## src/arm_defs.vh

```
// register map, unlock keys and reset values of the accelerometer register bank
`ifndef ARM_DEFS_VH
`define ARM_DEFS_VH
// ---------------------------------------------------------------
// register offsets
// ---------------------------------------------------------------
`define ARM_A_REV 6'h00
`define ARM_A_STAT 6'h02
`define ARM_A_XL 6'h04
`define ARM_A_XH 6'h05
`define ARM_A_YL 6'h06
`define ARM_A_YH 6'h07
`define ARM_A_ZL 6'h08
`define ARM_A_ZH 6'h09
`define ARM_A_QOUT 6'h0F
`define ARM_A_TL 6'h12
`define ARM_A_TH 6'h13
`define ARM_A_OPCFG 6'h14
`define ARM_A_CNT 6'h15
`define ARM_A_EVT 6'h16
`define ARM_A_TWRT 6'h17
`define ARM_A_PTR 6'h18
`define ARM_A_UNLK 6'h1E
`define ARM_A_PEN 6'h21
`define ARM_A_WIN 6'h22
// ---------------------------------------------------------------
// unlock key sequence
// ---------------------------------------------------------------
`define ARM_KEY0 8'h00
`define ARM_KEY1 8'h50
`define ARM_KEY2 8'hA0
// ---------------------------------------------------------------
// reset values and widths
// ---------------------------------------------------------------
`define ARM_ZERO8 8'h00
`define ARM_HID_N 16
`define ARM_HID_AW 4
`define ARM_US_IDLE 2'h0
`define ARM_US_K1 2'h1
`define ARM_US_K2 2'h2
`define ARM_BYTE 8
`define ARM_ZERO6 6'h00
`define ARM_LOCK_ON 1'h1
`define ARM_LOCK_OFF 1'h0
`endif

```

## src/arm_regbank.v

```verilog
// accelerometer host register bank with indirect hidden registers and lock
`timescale 1ns/1ps
`include "arm_defs.vh"
module arm_regbank #(
    parameter [7:0] CHIP_REVISION = 8'h11 // arbitrary value
) (
    input wire SYS_CLK,
    input wire SYS_RST,
    input wire [5:0] REG_ADDR,
    input wire [7:0] REG_WDATA,
    input wire REG_WR,
    input wire REG_RD,
    output reg [7:0] REG_RDATA,
    output wire REG_RD_STROBE_BUF,
    input wire [7:0] DEVICE_STATUS,
    input wire [7:0] AXIS_X_LOW,
    input wire [7:0] AXIS_X_HIGH,
    input wire [7:0] AXIS_Y_LOW,
    input wire [7:0] AXIS_Y_HIGH,
    input wire [7:0] AXIS_Z_LOW,
    input wire [7:0] AXIS_Z_HIGH,
    input wire [7:0] SAMPLE_QUEUE_OUT,
    input wire [7:0] THERMAL_LOW,
    input wire [7:0] THERMAL_HIGH,
    input wire [7:0] UNREAD_SAMPLE_COUNT,
    input wire [7:0] EVENT_FLAGS,
    input wire MIRROR_LOAD,
    input wire [7:0] MIRROR_PIN_ENABLES,
    input wire [8*`ARM_HID_N-1:0] MIRROR_HIDDEN,
    output reg [7:0] OPERATING_CONFIG,
    output reg [7:0] TWO_WIRE_READ_TARGET,
    output reg [7:0] PIN_EVENT_ENABLES,
    output reg [8*`ARM_HID_N-1:0] HIDDEN_REGS,
    output reg LOCKED
);
    // ---------------------------------------------------------------
    // decode helpers
    // ---------------------------------------------------------------
    // the three axis high bytes, whose read freezes the low bytes
    function is_hi_axis;
        input [5:0] a;
        begin
            is_hi_axis = (a == `ARM_A_XH) || (a == `ARM_A_YH) || (a == `ARM_A_ZH);
        end
    endfunction

    // the window reaches a hidden byte only while unlocked and in range
    function win_open;
        input lk;
        input [7:0] p;
        begin
            win_open = !lk && (p < `ARM_HID_N);
        end
    endfunction

    // write strobe of one register address
    function wr_hit;
        input wr;
        input [5:0] a;
        input [5:0] target;
        begin
            wr_hit = wr && (a == target);
        end
    endfunction

    // next step of the unlock key walk; a wrong byte starts it over
    function [1:0] key_step;
        input [1:0] s;
        input [7:0] k;
        begin
            case (s)
                `ARM_US_IDLE: begin
                    key_step = (k == `ARM_KEY0) ? `ARM_US_K1 : `ARM_US_IDLE;
                end
                `ARM_US_K1: begin
                    if (k == `ARM_KEY1) begin
                        key_step = `ARM_US_K2;
                    end else if (k == `ARM_KEY0) begin
                        key_step = `ARM_US_K1;
                    end else begin
                        key_step = `ARM_US_IDLE;
                    end
                end
                `ARM_US_K2: begin
                    key_step = `ARM_US_IDLE;
                end
                default: begin
                    key_step = `ARM_US_IDLE;
                end
            endcase
        end
    endfunction

    // ---------------------------------------------------------------
    // state
    // ---------------------------------------------------------------
    reg [7:0] ptr_q;
    reg [7:0] ptr_d;
    reg [1:0] ust_q;
    reg [1:0] ust_d;
    reg locked_d;
    reg [7:0] xl_q;
    reg [7:0] yl_q;
    reg [7:0] zl_q;
    reg [7:0] rd_d;
    reg [7:0] cfg_d;
    reg [7:0] twrt_d;
    reg [7:0] pen_d;
    reg [`ARM_BYTE*`ARM_HID_N-1:0] hid_d;
    wire [`ARM_HID_AW-1:0] hidx = ptr_q[`ARM_HID_AW-1:0];
    wire win_ok = win_open(LOCKED, ptr_q);
    wire wr_cfg = wr_hit(REG_WR, REG_ADDR, `ARM_A_OPCFG);
    wire wr_twrt = wr_hit(REG_WR, REG_ADDR, `ARM_A_TWRT);
    wire wr_pen = wr_hit(REG_WR, REG_ADDR, `ARM_A_PEN);
    wire wr_ptr = wr_hit(REG_WR, REG_ADDR, `ARM_A_PTR);
    wire wr_win = wr_hit(REG_WR, REG_ADDR, `ARM_A_WIN);
    wire wr_unlk = wr_hit(REG_WR, REG_ADDR, `ARM_A_UNLK);
    wire rd_hi = REG_RD && is_hi_axis(REG_ADDR);

    // buffer pop strobe for the queue logic outside
    assign REG_RD_STROBE_BUF = REG_RD && (REG_ADDR == `ARM_A_QOUT);

    // ---------------------------------------------------------------
    // read mux; reserved addresses fall to zero
    // ---------------------------------------------------------------
    always @* begin
        rd_d = `ARM_ZERO8;
        case (REG_ADDR)
            `ARM_A_REV: rd_d = CHIP_REVISION;
            `ARM_A_STAT: rd_d = DEVICE_STATUS;
            // high read shows live data, low reads show the snapshot
            `ARM_A_XL: rd_d = xl_q;
            `ARM_A_XH: rd_d = AXIS_X_HIGH;
            `ARM_A_YL: rd_d = yl_q;
            `ARM_A_YH: rd_d = AXIS_Y_HIGH;
            `ARM_A_ZL: rd_d = zl_q;
            `ARM_A_ZH: rd_d = AXIS_Z_HIGH;
            `ARM_A_QOUT: rd_d = SAMPLE_QUEUE_OUT;
            `ARM_A_TL: rd_d = THERMAL_LOW;
            `ARM_A_TH: rd_d = THERMAL_HIGH;
            `ARM_A_OPCFG: rd_d = OPERATING_CONFIG;
            `ARM_A_CNT: rd_d = UNREAD_SAMPLE_COUNT;
            `ARM_A_EVT: rd_d = EVENT_FLAGS;
            `ARM_A_TWRT: rd_d = TWO_WIRE_READ_TARGET;
            `ARM_A_PTR: rd_d = LOCKED ? `ARM_ZERO8 : ptr_q;
            `ARM_A_UNLK: rd_d = {`ARM_ZERO6, ust_q};
            `ARM_A_PEN: rd_d = PIN_EVENT_ENABLES;
            `ARM_A_WIN: begin
                if (win_ok) begin
                    rd_d = HIDDEN_REGS[hidx*`ARM_BYTE +: `ARM_BYTE];
                end
            end
            default: rd_d = `ARM_ZERO8;
        endcase
    end

    // ---------------------------------------------------------------
    // configuration next values
    // ---------------------------------------------------------------
    // writes to read-only and reserved addresses match no strobe and fall away
    always @* begin
        cfg_d = OPERATING_CONFIG;
        if (wr_cfg) begin
            cfg_d = REG_WDATA;
        end
    end

    always @* begin
        twrt_d = TWO_WIRE_READ_TARGET;
        if (wr_twrt) begin
            twrt_d = REG_WDATA;
        end
    end

    // a host write in the reload cycle lands after the mirror value
    always @* begin
        pen_d = PIN_EVENT_ENABLES;
        if (MIRROR_LOAD) begin
            pen_d = MIRROR_PIN_ENABLES;
        end
        if (wr_pen) begin
            pen_d = REG_WDATA;
        end
    end

    // ---------------------------------------------------------------
    // indirect access next values
    // ---------------------------------------------------------------
    always @* begin
        ptr_d = ptr_q;
        if (wr_ptr && !LOCKED) begin
            ptr_d = REG_WDATA;
        end
    end

    // window writes through out-of-range pointers leave every hidden byte alone
    always @* begin
        hid_d = HIDDEN_REGS;
        if (MIRROR_LOAD) begin
            hid_d = MIRROR_HIDDEN;
        end
        if (wr_win && win_ok) begin
            hid_d[hidx*`ARM_BYTE +: `ARM_BYTE] = REG_WDATA;
        end
    end

    // ---------------------------------------------------------------
    // lock next values
    // ---------------------------------------------------------------
    // no way back to locked short of reset
    always @* begin
        ust_d = ust_q;
        locked_d = LOCKED;
        if (wr_unlk) begin
            ust_d = key_step(ust_q, REG_WDATA);
            if ((ust_q == `ARM_US_K2) && (REG_WDATA == `ARM_KEY2)) begin
                locked_d = `ARM_LOCK_OFF;
            end
        end
    end

    // ---------------------------------------------------------------
    // registers
    // ---------------------------------------------------------------
    always @(posedge SYS_CLK) begin
        if (SYS_RST) begin
            OPERATING_CONFIG <= `ARM_ZERO8;
        end else begin
            OPERATING_CONFIG <= cfg_d;
        end
    end

    always @(posedge SYS_CLK) begin
        if (SYS_RST) begin
            TWO_WIRE_READ_TARGET <= `ARM_ZERO8;
        end else begin
            TWO_WIRE_READ_TARGET <= twrt_d;
        end
    end

    always @(posedge SYS_CLK) begin
        if (SYS_RST) begin
            PIN_EVENT_ENABLES <= `ARM_ZERO8;
        end else begin
            PIN_EVENT_ENABLES <= pen_d;
        end
    end

    always @(posedge SYS_CLK) begin
        if (SYS_RST) begin
            ptr_q <= `ARM_ZERO8;
            HIDDEN_REGS <= {`ARM_HID_N{`ARM_ZERO8}};
        end else begin
            ptr_q <= ptr_d;
            HIDDEN_REGS <= hid_d;
        end
    end

    // reset comes up locked with the key walk at its start
    always @(posedge SYS_CLK) begin
        if (SYS_RST) begin
            ust_q <= `ARM_US_IDLE;
            LOCKED <= `ARM_LOCK_ON;
        end else begin
            ust_q <= ust_d;
            LOCKED <= locked_d;
        end
    end

    // read data stands until the next read, so the host may fetch it late
    always @(posedge SYS_CLK) begin
        if (SYS_RST) begin
            REG_RDATA <= `ARM_ZERO8;
        end else if (REG_RD) begin
            REG_RDATA <= rd_d;
        end
    end

    // ---------------------------------------------------------------
    // axis snapshot
    // ---------------------------------------------------------------
    // low bytes freeze on a high-byte read, so a pair never mixes two samples
    always @(posedge SYS_CLK) begin
        if (SYS_RST) begin
            xl_q <= `ARM_ZERO8;
            yl_q <= `ARM_ZERO8;
            zl_q <= `ARM_ZERO8;
        end else if (rd_hi) begin
            xl_q <= AXIS_X_LOW;
            yl_q <= AXIS_Y_LOW;
            zl_q <= AXIS_Z_LOW;
        end
    end
endmodule

```

## config.mk

```make
export PLATFORM = sky130hd
export DESIGN_NAME = arm_regbank
export DESIGN_NICKNAME = d
export VERILOG_FILES = /design/src/arm_regbank.v
export VERILOG_INCLUDE_DIRS = /design/src
export SDC_FILE = /design/constraint.sdc
export NUM_CORES = 1
export LEC_CHECK = 0
export BUFFER_PORTS_ARGS = -buffer_cell sky130_fd_sc_hd__clkbuf_2
export CAP_MARGIN = 20
export CORE_MARGIN = 3
export CORE_UTILIZATION = 45
export CTS_CLUSTER_DIAMETER = 30
export DETAILED_ROUTE_END_ITERATION = 10
export GPL_TIMING_DRIVEN = 1
export PLACE_DENSITY = 0.74
export SLEW_MARGIN = 10
export SYNTH_ARGS = -nofsm -noshare
export SYNTH_HDL_FRONTEND = slang
export SYNTH_SLANG_ARGS = --single-unit
```

## constraint.sdc

```tcl
create_clock -name SYS_CLK -period 9.04 [get_ports SYS_CLK]
set_input_delay 1.808 -clock SYS_CLK [delete_from_list [all_inputs] [get_ports SYS_CLK]]
set_output_delay 1.808 -clock SYS_CLK [all_outputs]
set_load 0.03 [all_outputs]
```

After elaboration in Yosys (flattened, before gate mapping)
Index checks and enable logic that the tools add are counted.
{"block": "totals", "ff_bits": 195, "in_bits": 251, "out_inout_bits": 162}
{"block": "classes", "add_sub_neg": 1, "magnitude_cmp": 1, "n_eq_ne": 22, "shift": 3, "muxes": 11, "reduce_logical": 20}
{"operator": "128-bit two-way mux", "count": 2}
{"operator": "8-bit one-hot mux with 19 select lines", "count": 1}
{"operator": "128-bit bitwise mux", "count": 1}
{"operator": "8-bit by 34-bit variable shift with 128-bit output, first input constant", "count": 1}
{"operator": "128-bit by 8-bit indexed part select with 8-bit output", "count": 1}
{"operator": "8-bit by 34-bit indexed part select with 128-bit output", "count": 1}
{"operator": "6-bit by 5-bit == test with 1-bit output, second input constant", "count": 8}
{"operator": "7-bit negation with 34-bit output", "count": 1}
{"operator": "8-bit two-way mux", "count": 4}
{"operator": "6-bit by 3-bit == test with 1-bit output, second input constant", "count": 4}
{"operator": "6-bit by 4-bit == test with 1-bit output, second input constant", "count": 3}
{"operator": "6-bit == test, second input constant", "count": 2}
{"operator": "1-bit logical AND", "count": 12}
{"operator": "8-bit by 7-bit == test with 1-bit output, second input constant", "count": 1}
{"operator": "8-bit == test, second input constant", "count": 1}
{"operator": "8-bit zero test", "count": 1}
{"operator": "8-bit by 5-bit less-than comparator with 1-bit output, second input constant", "count": 1}
{"operator": "6-bit by 2-bit == test with 1-bit output, second input constant", "count": 1}
{"operator": "6-bit zero test", "count": 1}
{"operator": "2-bit one-hot mux with 2 select lines", "count": 1}
{"operator": "2-bit by 1-bit == test with 1-bit output, second input constant", "count": 1}
{"operator": "2-bit == test, second input constant", "count": 1}
{"operator": "2-bit zero test", "count": 1}
{"operator": "1-bit logical OR", "count": 2}
{"operator": "other kinds (5)", "count": 5}

Logic depth before layout (Yosys ltp)
Gate-level depths: netlist of run 1.
{"block": "logic_depth", "ltp_word": 4, "mapped_depth": 13, "depth_no_buf": 8}

Least setup slack after synthesis of run 1
Ideal clock, no wire load.
{"block": "synth_timing", "kind": "input to output", "from": "input REG_ADDR[2]", "to": "output REG_RD_STROBE_BUF", "t_arrival_ns": 3.034, "t_required_ns": 7.232, "path_slack_ns": 4.198, "path_stages": 4, "path_cell_list": "clkbuf_1 > nand2_1 > nor4_2 > and2_1"}
{"block": "synth_via", "elab_chain_len": 2}
{"element": "from (decl)", "line_no": "arm_regbank.v:9", "rtl": "input wire [5:0] REG_ADDR,"}
{"element": "6-bit by 4-bit == test with 1-bit output"}
{"element": "1-bit logical AND", "line_no": "arm_regbank.v:121", "rtl": "assign REG_RD_STROBE_BUF = REG_RD && (REG_ADDR == `ARM_A_QOUT);"}
{"element": "to (decl)", "line_no": "arm_regbank.v:14", "rtl": "output wire REG_RD_STROBE_BUF,"}
No other way between the ends.

Worst setup path after layout of run 1
Same ends and word-level chain as after synthesis.

==> results.md, run 1 <==
- Result of the run: completed
- Hold Path Depth: 2
- Effective utilization at floorplan: 46.0%
- Setup skew after layout: 11.7 ps
- Final hold violation count: 0
- Distinct cells, synth: 75
- Number of antenna violations at the first check in global routing: 2
- Register bit total from synthesis: 195
- Final period demand of the worst path: 5240 ps
- RR Startpoint: ptr_q[3]$_SDFFE_PP0P_
- Antenna Violating Nets Remaining: 0
- Leakage power: 5.80 nW
- Total Routed Length: 47700 um
- Aggregate global-route resource usage: 33.9%
- Die Ht: 164 um
- Insertion delay to the later sink of the worst-skew pair: 440 ps
- Pre-antenna DRT Iters: 6
- Met2 track utilization from global routing: 55.4%
- CP cell instances: clkbuf_2 > nand2_1 > nor4_2 > and2_1 > clkbuf_2
- Cell occurring most often along the worst timing path: sky130_fd_sc_hd__clkbuf_2
- Worst Setup EP: REG_RD_STROBE_BUF
- Number of violations of the max-capacitance limit: 0
- Clock slew at reported path FFs: 80 ps
- CTS Root Cell: sky130_fd_sc_hd__clkbuf_16
- R2R Setup Slk: 5630 ps
- Estimated wirelength of the detail-placed design: 35200 um
- Power density cells: 147 mW/mm2
- Most frequent standard cell in the layout excluding fill and tap cells: sky130_fd_sc_hd__clkbuf_2
- Worst path slowest cell: sky130_fd_sc_hd__nor4_2
- Number of buffers added on ports: 412
- Die area: 0.0269 mm2
- Sequential share of the synthesized area: 34.8%
- Maximum operating frequency: 191 MHz
- Number of DRC violations after detailed-routing iteration 0: 1474
- Startpoint kind of the worst setup timing path: input pin
- Critical path origin: REG_ADDR[2]
- Global route overflow: 0
- Routed via count divided by cell count: 6.26
- Average footprint of a synthesized cell: 9.05 um2
- Biggest cell delay along the critical path: 770 ps
- Weighted congestion at the end of routability-driven global placement: 0.999
- EDFF count, synth: 0
- Worst Path Class, Setup: in -> out
- Proportion of register bits with asynchronous set or reset after synthesis: 0%
- Cell row count: 57
- Worst hold slack across all endpoints: 458 ps
- Count of cells resized by post-cts repair: 0
- Maximum vdd ir drop: 0.111 mV
- Ys Warns: 0
- Number of nets in the layout: 1816
- Worst R2R Path Depth: 7
- Via Count: 11900
- Width of the chip: 164 um
- Most Used Layer, Global Route: met2
- Most frequent cells in the layout: 410 x sky130_fd_sc_hd__clkbuf_2, 194 x sky130_fd_sc_hd__a211oi_1, 193 x sky130_fd_sc_hd__dfxtp_1
- Hold buffers post-CTS: 0
- Power after layout: 2.03 mW
- Capturing point of the worst reg2reg path: HIDDEN_REGS[38]$_SDFF_PP0_
- Routed length per instance: 25.1 um
- Critical path required time: 7230 ps
- Slew headroom: 28.2%
- Clock tree from TritonCTS: yes
- Met3 track utilization from global routing: 6.78%
- Hold/Removal Path Class: reg -> reg
- Vias in the first global route: 11000
- Primary FF master, synth: sky130_fd_sc_hd__dfxtp_1
- Slew at the pin closest to its max-slew limit: 1080 ps
- Area growth, synth to finish: 22.8%
- Critical Path Sink Type: output port
- Sum of negative setup slack: 0 ps
- Net count after synthesis: 1492
- Pin count of the biggest net entering global routing: 149
- Htree depth: 4
- Final count of pins violating max slew: 0
- Post-Syn Area: 0.0112 mm2
- Number of antenna diodes: 0
- Share of the clock period used by the worst path after layout: 58.0%
- Met1 layer usage reported by global route: 43.3%
- Top-level port count: 413
- TritonCTS buffer count: 17
- Wire length of the first global-routing pass: 68500 um
- Ratio of cells with drive above 1 in the final layout: 34.9%
- Worst path arrival time: 3430 ps
- Setup repair after global routing missed its margin: false
- CTS Buffer Depth: 2
- Number of DRC violations after detailed routing: 0
- Number of setup violations in the final report: 0
- Number of clock sinks: 195
- Cell count after synthesis: 1239
- Maximum fanout along the worst path: 17
- Post-CTS Setup Inserts: 0
- Area of the placeable core: 0.0244 mm2
[area by class of cell]
type | count | area [um2]
fillers | 2308 | 10600
multi-input cells | 912 | 6660
repair buffers | 431 | 2220
clock buffers | 18 | 439
well taps | 324 | 405
inverters | 6 | 22.5
clock inverters | 13 | 119
flip-flops and latches | 195 | 3910
[critical path, delay by kind of cell]
kind                   cells  cell delay [ps]
buffers and inverters      2              500
AND/OR/NAND/NOR            3             1130
[metrics by stage]
| stage | setup slack (ps) | instance area (um2) | std cells | utilization, % |
|---|---|---|---|---|
| after floorplan | 4200 | 11200 | 1239 | - |
| after global placement | 3830 | 13200 | 1866 | 54.1 |
| after detailed placement | 3810 | 13200 | 1866 | 54.1 |
| after CTS | 3810 | 13800 | 1897 | 56.4 |
| after global routing | 3680 | 13800 | 1899 | 56.5 |
| final | 3800 | 13800 | 1899 | 56.5 |
[state kept, by name, summed over array words and instances, names as in the netlist, 8 cells and up]
| name | count |
|---|---|
| xl_q | 8 |
| zl_q | 8 |
| yl_q | 8 |
| PIN_EVENT_ENABLES | 8 |
| HIDDEN_REGS | 128 |
| TWO_WIRE_READ_TARGET | 8 |
| OPERATING_CONFIG | 8 |
| ptr_q | 8 |
| REG_RDATA | 8 |
[synthesized netlist by cell type (14+ instances only)]
cell	n	share of area, %
sky130_fd_sc_hd__a211oi_1	194	13
sky130_fd_sc_hd__and3_1	20	1.1
sky130_fd_sc_hd__mux4_2	32	6.4
sky130_fd_sc_hd__dfxtp_1	195	35
sky130_fd_sc_hd__a21oi_1	61	2.7
sky130_fd_sc_hd__a32oi_1	22	1.7
sky130_fd_sc_hd__nor2_1	72	2.4
sky130_fd_sc_hd__a22oi_1	27	1.8
sky130_fd_sc_hd__a211oi_2	16	1.8
sky130_fd_sc_hd__nand3_1	33	1.5
sky130_fd_sc_hd__buf_6	14	1.4
sky130_fd_sc_hd__nor3_1	25	1.1
sky130_fd_sc_hd__clkbuf_1	80	2.7
sky130_fd_sc_hd__nand2_1	120	4.0
sky130_fd_sc_hd__nor2b_1	98	5.5
sky130_fd_sc_hd__mux2i_1	76	6.8
[cells by family (layout without fill, tap and decap cells)]
group / after synthesis / after routing / synth area share, %
buffers and inverters: 132 / 468 / 5.92
flip-flops: 195 / 195 / 34.8
AO/OA/AOI/OAI: 361 / 361 / 24.0
multiplexers: 111 / 111 / 13.5
XOR/XNOR: 2 / 2 / 0.324
adder cells (fa/ha/maj): 2 / 2 / 0.223
AND/OR/NAND/NOR: 436 / 436 / 21.2
[per-layer routing]
| layer | share of wire [%] | wire, um | up-vias |
|---|---|---|---|
| met2 | 47 | 22500 | 827 |
| met5 | 0.025 | 12 | - |
| met4 | 4.3 | 2050 | 2 |
| li1 | - | - | 5323 |
| met3 | 9.9 | 4740 | 112 |
| met1 | 39 | 18400 | 5626 |
[how the worst min path moves through the flow]
stage / startpoint / to / slack, ps
after floorplan: xl_q[1]$_SDFFE_PP0P_ / xl_q[1]$_SDFFE_PP0P_ / 430
after global placement: yl_q[6]$_SDFFE_PP0P_ / yl_q[6]$_SDFFE_PP0P_ / 440
after detailed placement: xl_q[3]$_SDFFE_PP0P_ / xl_q[3]$_SDFFE_PP0P_ / 450
after CTS: xl_q[3]$_SDFFE_PP0P_ / xl_q[3]$_SDFFE_PP0P_ / 460
after global routing: yl_q[1]$_SDFFE_PP0P_ / yl_q[1]$_SDFFE_PP0P_ / 480
final: yl_q[7]$_SDFFE_PP0P_ / yl_q[7]$_SDFFE_PP0P_ / 460
[where the power goes]
group	switching (mW)	leakage (nW)	internal (mW)
logic	0.217	3.93	0.131
registers	0.0393	1.60	0.895
clock network	0.374	0.274	0.369
total	0.631	5.80	1.40
No activity file was read; power rests on OpenSTA's default activity.
==> run 2, diff against run 1 <==
- PLACE_DENSITY: 0.74 -> 0.77
- clock period: 9.04 -> 4.8 ns (I/O delays scaled with it)
==> results.md, run 2 (synthesis gave the netlist of run 1 again) <==
- Result of the run: completed
- Die Ht: 164 um
- Maximum vdd ir drop: 0.234 mV
- Leakage power: 5.84 nW
- Critical path required time: 3840 ps
- Number of antenna violations at the first check in global routing: 0
- Total Routed Length: 47900 um
- Biggest cell delay along the critical path: 320 ps
- Insertion delay to the later sink of the worst-skew pair: 440 ps
- Effective utilization at floorplan: 46.0%
- Slew headroom: 30.2%
- Critical Path Sink Type: output port
- Area growth, synth to finish: 23.5%
- Number of nets in the layout: 1820
- Aggregate global-route resource usage: 34.6%
- Htree depth: 4
- Number of clock sinks: 195
- Number of antenna diodes: 0
- Number of setup violations in the final report: 0
- Setup repair after global routing missed its margin: false
- Final hold violation count: 0
- CTS Buffer Depth: 2
- Share of the clock period used by the worst path after layout: 68.2%
- Number of buffers added on ports: 412
- Worst Path Class, Setup: in -> out
- Top-level port count: 413
- Worst path arrival time: 2310 ps
- Most frequent standard cell in the layout excluding fill and tap cells: sky130_fd_sc_hd__clkbuf_2
- Wire length of the first global-routing pass: 70000 um
- Count of cells resized by post-cts repair: 0
- Pre-antenna DRT Iters: 7
- Estimated wirelength of the detail-placed design: 35700 um
- Antenna Violating Nets Remaining: 0
- Post-CTS Setup Inserts: 0
- Weighted congestion at the end of routability-driven global placement: 0.989
- Final cell count without fillers: 1902
- Final period demand of the worst path: 3270 ps
- Slew at the pin closest to its max-slew limit: 1040 ps
- Number of DRC violations after detailed-routing iteration 0: 1359
- Pin count of the biggest net entering global routing: 125
- Maximum fanout along the worst path: 16
- Power density cells: 282 mW/mm2
- Hold buffers post-CTS: 0
- Maximum operating frequency: 306 MHz
- Cell row count: 57
- CP cell instances: clkbuf_2 > nand2_1 > nor4_2 > buf_4 > and2_1 > clkbuf_2
- Hold/Removal Path Class: reg -> reg
- Clock tree from TritonCTS: yes
- Post-place setup slack: 1180 ps
- Power after layout: 3.91 mW
- Vias in the first global route: 11300
- Number of violations of the max-capacitance limit: 0
- Routed length per instance: 25.2 um
- Clock slew at reported path FFs: 70 ps
- Total area of multi-input combinational cells: 0.00666 mm2
- Worst path slowest cell: sky130_fd_sc_hd__clkbuf_2
- Width of the chip: 164 um
- Filler cell count in the final layout: 2284
- Area of the placeable core: 0.0244 mm2
- Setup skew after layout: 17.2 ps
- Via Count: 11900
- Sequential cell area: 0.00391 mm2
- Die area: 0.0269 mm2
- Routed via count divided by cell count: 6.27
- Number of DRC violations after detailed routing: 0
- Global route overflow: 0
- Startpoint kind of the worst setup timing path: input pin
- Least setup slack across all paths after layout: 1530 ps
- Number of instances in the placed design: 1870
- Ratio of cells with drive above 1 in the final layout: 34.9%
- Sum of negative setup slack: 0 ps
- Cell occurring most often along the worst timing path: sky130_fd_sc_hd__clkbuf_2
- Final count of pins violating max slew: 0
- Register name with the most flops: HIDDEN_REGS
- CTS Root Cell: sky130_fd_sc_hd__clkbuf_16
- Number of flip-flops under the largest register name: 128
- Most frequent cells in the layout: 410 x sky130_fd_sc_hd__clkbuf_2, 194 x sky130_fd_sc_hd__a211oi_1, 193 x sky130_fd_sc_hd__dfxtp_1
- TritonCTS buffer count: 17
-- run 2: cell types whose count changed in the layout (fill, tap and decap cells not counted), sizes merged --
cell    before  now
bufinv       0    2
buf         19   24
inv         10   13
clkbuf     430  428
clkinv       8    3
-- run 2: final timing paths --
check	startpoint	to	slack (ps)	depth (start not counted)
hold / removal	REG_RDATA[2]$_SDFFE_PP0P_	REG_RDATA[2]$_SDFFE_PP0P_	460	2
hold reg to reg	REG_RDATA[2]$_SDFFE_PP0P_	REG_RDATA[2]$_SDFFE_PP0P_	460	2
setup / recovery	REG_ADDR[3]	REG_RD_STROBE_BUF	1530	6
setup reg to reg	ptr_q[1]$_SDFFE_PP0P_	HIDDEN_REGS[36]$_SDFF_PP0_	1530	8
-- run 2: stage by stage --
step,hold slack (ps),utilization [%],instance area (um2)
global placement,440,54.3,13200
detailed placement,448,54.3,13200
finish,455,56.8,13800
CTS,458,56.7,13800
global route,473,56.8,13800
floorplan,432,-,11200
-- run 2: power breakdown --
| group | internal (mW) | switching [mW] |
|---|---|---|
| registers | 1.69 | 0.0732 |
| clock network | 0.786 | 0.701 |
| logic | 0.249 | 0.412 |
-- run 2: final cells by class --
type | count | share of cell area (%)
Sequential cell | 195 | 28.2
Tap cell | 324 | 2.93
Clock buffer | 17 | 3.07
Timing Repair Buffer | 435 | 16.3
Inverter | 6 | 0.163
Clock inverter | 13 | 1.20
Multi-Input combinational cell | 912 | 48.1
-- run 2: critical path: cells and delay by family --
family	cells	cell delay, ps
AND/OR/NAND/NOR	3	580
buffers and inverters	3	760
-- run 2: layer usage --
| metal | vias to the layer above | routed length, um | track usage [%] |
|---|---|---|---|
| met3 | 124 | 4650 | 6.61 |
| met2 | 819 | 22500 | 56.6 |
| li1 | 5338 | - | - |
| met1 | 5636 | 18600 | 44.5 |
| met4 | 0 | 2110 | 15.2 |
| met5 | - | 0 | 0 |
==> run 3, diff against run 2 <==
- ABC_AREA: unset -> 1
- PLACE_DENSITY: 0.77 -> 0.76
- clock period: 4.8 -> 2.7 ns (I/O delays scaled with it)
==> results.md, run 3 <==
- Power after layout: 6.90 mW
- Wire length of the first global-routing pass: 82000 um
- Post-place setup slack: 8.46 ps
- Setup skew after layout: 14.4 ps
- Count of cells resized by post-cts repair: 0
- Number of antenna violations at the first check in global routing: 0
- Hold/Removal Path Class: in -> reg
- Effective utilization at floorplan: 46.0%
- Die area: 0.0278 mm2
- Maximum operating frequency: 401 MHz
- Number of violations of the max-capacitance limit: 0
- Width of the chip: 167 um
- Most frequent cells after synthesis: 566 x sky130_fd_sc_hd__nand2_1, 304 x sky130_fd_sc_hd__nor2_1, 202 x sky130_fd_sc_hd__nand3_1, 195 x sky130_fd_sc_hd__dfxtp_1, 168 x sky130_fd_sc_hd__a21oi_1
- Most frequent standard cell in the layout excluding fill and tap cells: sky130_fd_sc_hd__nand2_1
- Startpoint kind of the worst setup timing path: register
- Worst hold slack across all endpoints: 349 ps
- Sequential share of the synthesized area: 33.6%
- Final period demand of the worst path: 2490 ps
- Distinct cells, synth: 32
- Worst Path Class, Setup: reg -> reg
- Global route overflow: 0
- Worst R2R Path Depth: 12
- Number of nets in the layout: 2589
- Worst path arrival time: 2810 ps
- Number of flip-flops under the largest register name: 128
- Routed via count divided by cell count: 5.67
- Maximum fanout along the worst path: 9
- Top-level port count: 413
- Post-synth top area cell: sky130_fd_sc_hd__dfxtp_1
- Vias in the first global route: 14300
- Primary FF master, synth: sky130_fd_sc_hd__dfxtp_1
- Register bit total from synthesis: 195
- Total area of multi-input combinational cells: 0.00667 mm2
- Slew at the pin closest to its max-slew limit: 994 ps
- Final design instance area without fill: 0.0147 mm2
- Result of the run: completed
- Power density cells: 470 mW/mm2
- Area of the placeable core: 0.0253 mm2
- Number of buffers added on ports: 412
- Most frequent cells in the layout: 566 x sky130_fd_sc_hd__nand2_1, 411 x sky130_fd_sc_hd__clkbuf_2, 303 x sky130_fd_sc_hd__nor2_1
- Post-CTS Setup Inserts: 0
- Capturing point of the worst reg2reg path: HIDDEN_REGS[92]$_SDFF_PP0_
- TritonCTS buffer count: 17
- Insertion delay to the later sink of the worst-skew pair: 440 ps
- Clock slew at reported path FFs: 80 ps
- Sum of negative setup slack: 0 ps
- Final cell count without fillers: 2679
- Die Ht: 167 um
- Slew headroom: 33.5%
- Placed cell area: 0.0141 mm2
- Total Routed Length: 54800 um
- Estimated wirelength of the detail-placed design: 42600 um
- R2R Setup Slk: 210 ps
- Via Count: 15200
- Final count of pins violating max slew: 0
- Ratio of cells with drive above 1 in the final layout: 22.3%
- Library cell with the highest instance count after synthesis: sky130_fd_sc_hd__nand2_1
- Share of the clock period used by the worst path after layout: 92.3%
- Share of the core filled with cells in the final layout: 58.2%
- Clock tree from TritonCTS: yes
- Post-Syn Area: 0.0116 mm2
- Number of clock sinks: 195
- Filler cell count in the final layout: 2592
- Hold buffers post-CTS: 0
- Proportion of register bits with asynchronous set or reset after synthesis: 0%
- Pin count of the biggest net entering global routing: 106
- Htree depth: 4
- Least setup slack across all paths after layout: 208 ps
- CTS Root Cell: sky130_fd_sc_hd__clkbuf_16
- Setup repair after global routing missed its margin: false
- CTS Buffer Depth: 2
- RR Startpoint: ptr_q[1]$_SDFFE_PP0P_
- Area share of the leading cell type in the synthesized netlist: 33.6%
- Ys Warns: 0
- Aggregate global-route resource usage: 37.6%
- Average footprint of a synthesized cell: 5.90 um2
- Number of DRC violations after detailed-routing iteration 0: 2103
- Critical path required time: 3020 ps
- EDFF count, synth: 0
- Net count after synthesis: 2222
- Number of DRC violations after detailed routing: 0
- Sequential cell area: 0.00391 mm2
- Weighted congestion at the end of routability-driven global placement: 1.00
- Final hold violation count: 0
- Critical Path Sink Type: register
- Antenna Violating Nets Remaining: 0
- Maximum vdd ir drop: 0.310 mV
- Critical path origin: ptr_q[1]$_SDFFE_PP0P_
- Cell row count: 58
- Cell count after synthesis: 1969
- Pre-antenna DRT Iters: 6
- Number of instances in the placed design: 2647
- Register name with the most flops: HIDDEN_REGS
- Routed length per instance: 20.4 um
- Number of setup violations in the final report: 0
- Area growth, synth to finish: 26.4%
- Worst Setup EP: HIDDEN_REGS[92]$_SDFF_PP0_
- Main area contributors after synthesis: sky130_fd_sc_hd__dfxtp_1 34%, sky130_fd_sc_hd__nand2_1 18%, sky130_fd_sc_hd__nor2_1 9.8%, sky130_fd_sc_hd__nand3_1 8.7%, sky130_fd_sc_hd__a21oi_1 7.2%
- Leakage power: 7.47 nW
run 3: changes by cell type in the layout (fill, tap and decap cells not counted), moves of 27 or more:
cell,delta
sky130_fd_sc_hd__o21ai_0,+139
sky130_fd_sc_hd__o211ai_1,+39
sky130_fd_sc_hd__a211oi_1,-193
sky130_fd_sc_hd__nand2_1,+446
sky130_fd_sc_hd__nand3_1,+169
sky130_fd_sc_hd__a21oi_1,+108
sky130_fd_sc_hd__mux2i_1,-76
sky130_fd_sc_hd__nor2_1,+231
sky130_fd_sc_hd__mux4_2,-32
sky130_fd_sc_hd__nor2b_1,-98
sky130_fd_sc_hd__a22oi_1,-27
sky130_fd_sc_hd__inv_1,+147
run 3: report_power, final:
group	switching (mW)	internal, mW
sequential	0.122	3.00
combinational	0.836	0.423
clock	1.28	1.24
run 3: cells by family (layout without fill, tap and decap cells):
family	after synthesis	count (layout)	synth area share, %
compound gates	362	362	16.6
flops	195	195	33.6
fa+ha+maj	2	2	0.215
xor+xnor	1	1	0.140
other cells	0	2	0
buf+inv	277	655	9.06
simple gates	1132	1132	40.4
run 3: worst max-delay path, stage by stage (launching register included):
cell                       delay, ps
sky130_fd_sc_hd__dfxtp_1         420
sky130_fd_sc_hd__clkinv_1        110
sky130_fd_sc_hd__ha_1            270
sky130_fd_sc_hd__nand2_1         110
sky130_fd_sc_hd__nor2_2           40
sky130_fd_sc_hd__nor2_1           80
sky130_fd_sc_hd__nand2_1          70
sky130_fd_sc_hd__inv_1           110
sky130_fd_sc_hd__nand3_1         150
sky130_fd_sc_hd__nor2_1          320
sky130_fd_sc_hd__nand2_2         230
sky130_fd_sc_hd__inv_1           330
sky130_fd_sc_hd__a21oi_1         120
run 3: how the worst min path moves through the flow:
stage | slack [ps] | end | startpoint | cells past startpoint
3_5_place_dp | 460 | REG_RDATA[4]$_SDFFE_PP0P_ | REG_RDATA[4]$_SDFFE_PP0P_ | 2
6_report | 350 | yl_q[1]$_SDFFE_PP0P_ | AXIS_Y_LOW[1] | 3
3_3_place_gp | 460 | ptr_q[7]$_SDFFE_PP0P_ | ptr_q[7]$_SDFFE_PP0P_ | 2
5_1_grt | 350 | zl_q[1]$_SDFFE_PP0P_ | AXIS_Z_LOW[1] | 3
4_1_cts | 340 | yl_q[1]$_SDFFE_PP0P_ | AXIS_Y_LOW[1] | 3
2_1_floorplan | 440 | ptr_q[7]$_SDFFE_PP0P_ | ptr_q[7]$_SDFFE_PP0P_ | 2
run 3: final cells by class:
type                    count  share of cell area, %
clock inverters            12                  0.809
well taps                 330                   2.81
multi-input cells        1497                   45.4
inverters                 161                   4.13
flip-flops and latches    195                   26.6
repair buffers            464                   17.2
diodes                      2                 0.0341
clock buffers              18                   2.99
run 3: metal layers:
layer	vias up	share of wire [%]	track usage (%)
met5	-	0	0
met4	0	5.6	18.7
met3	185	11	7.64
met2	1091	47	62.7
met1	6793	37	46.4
li1	7124	-	-
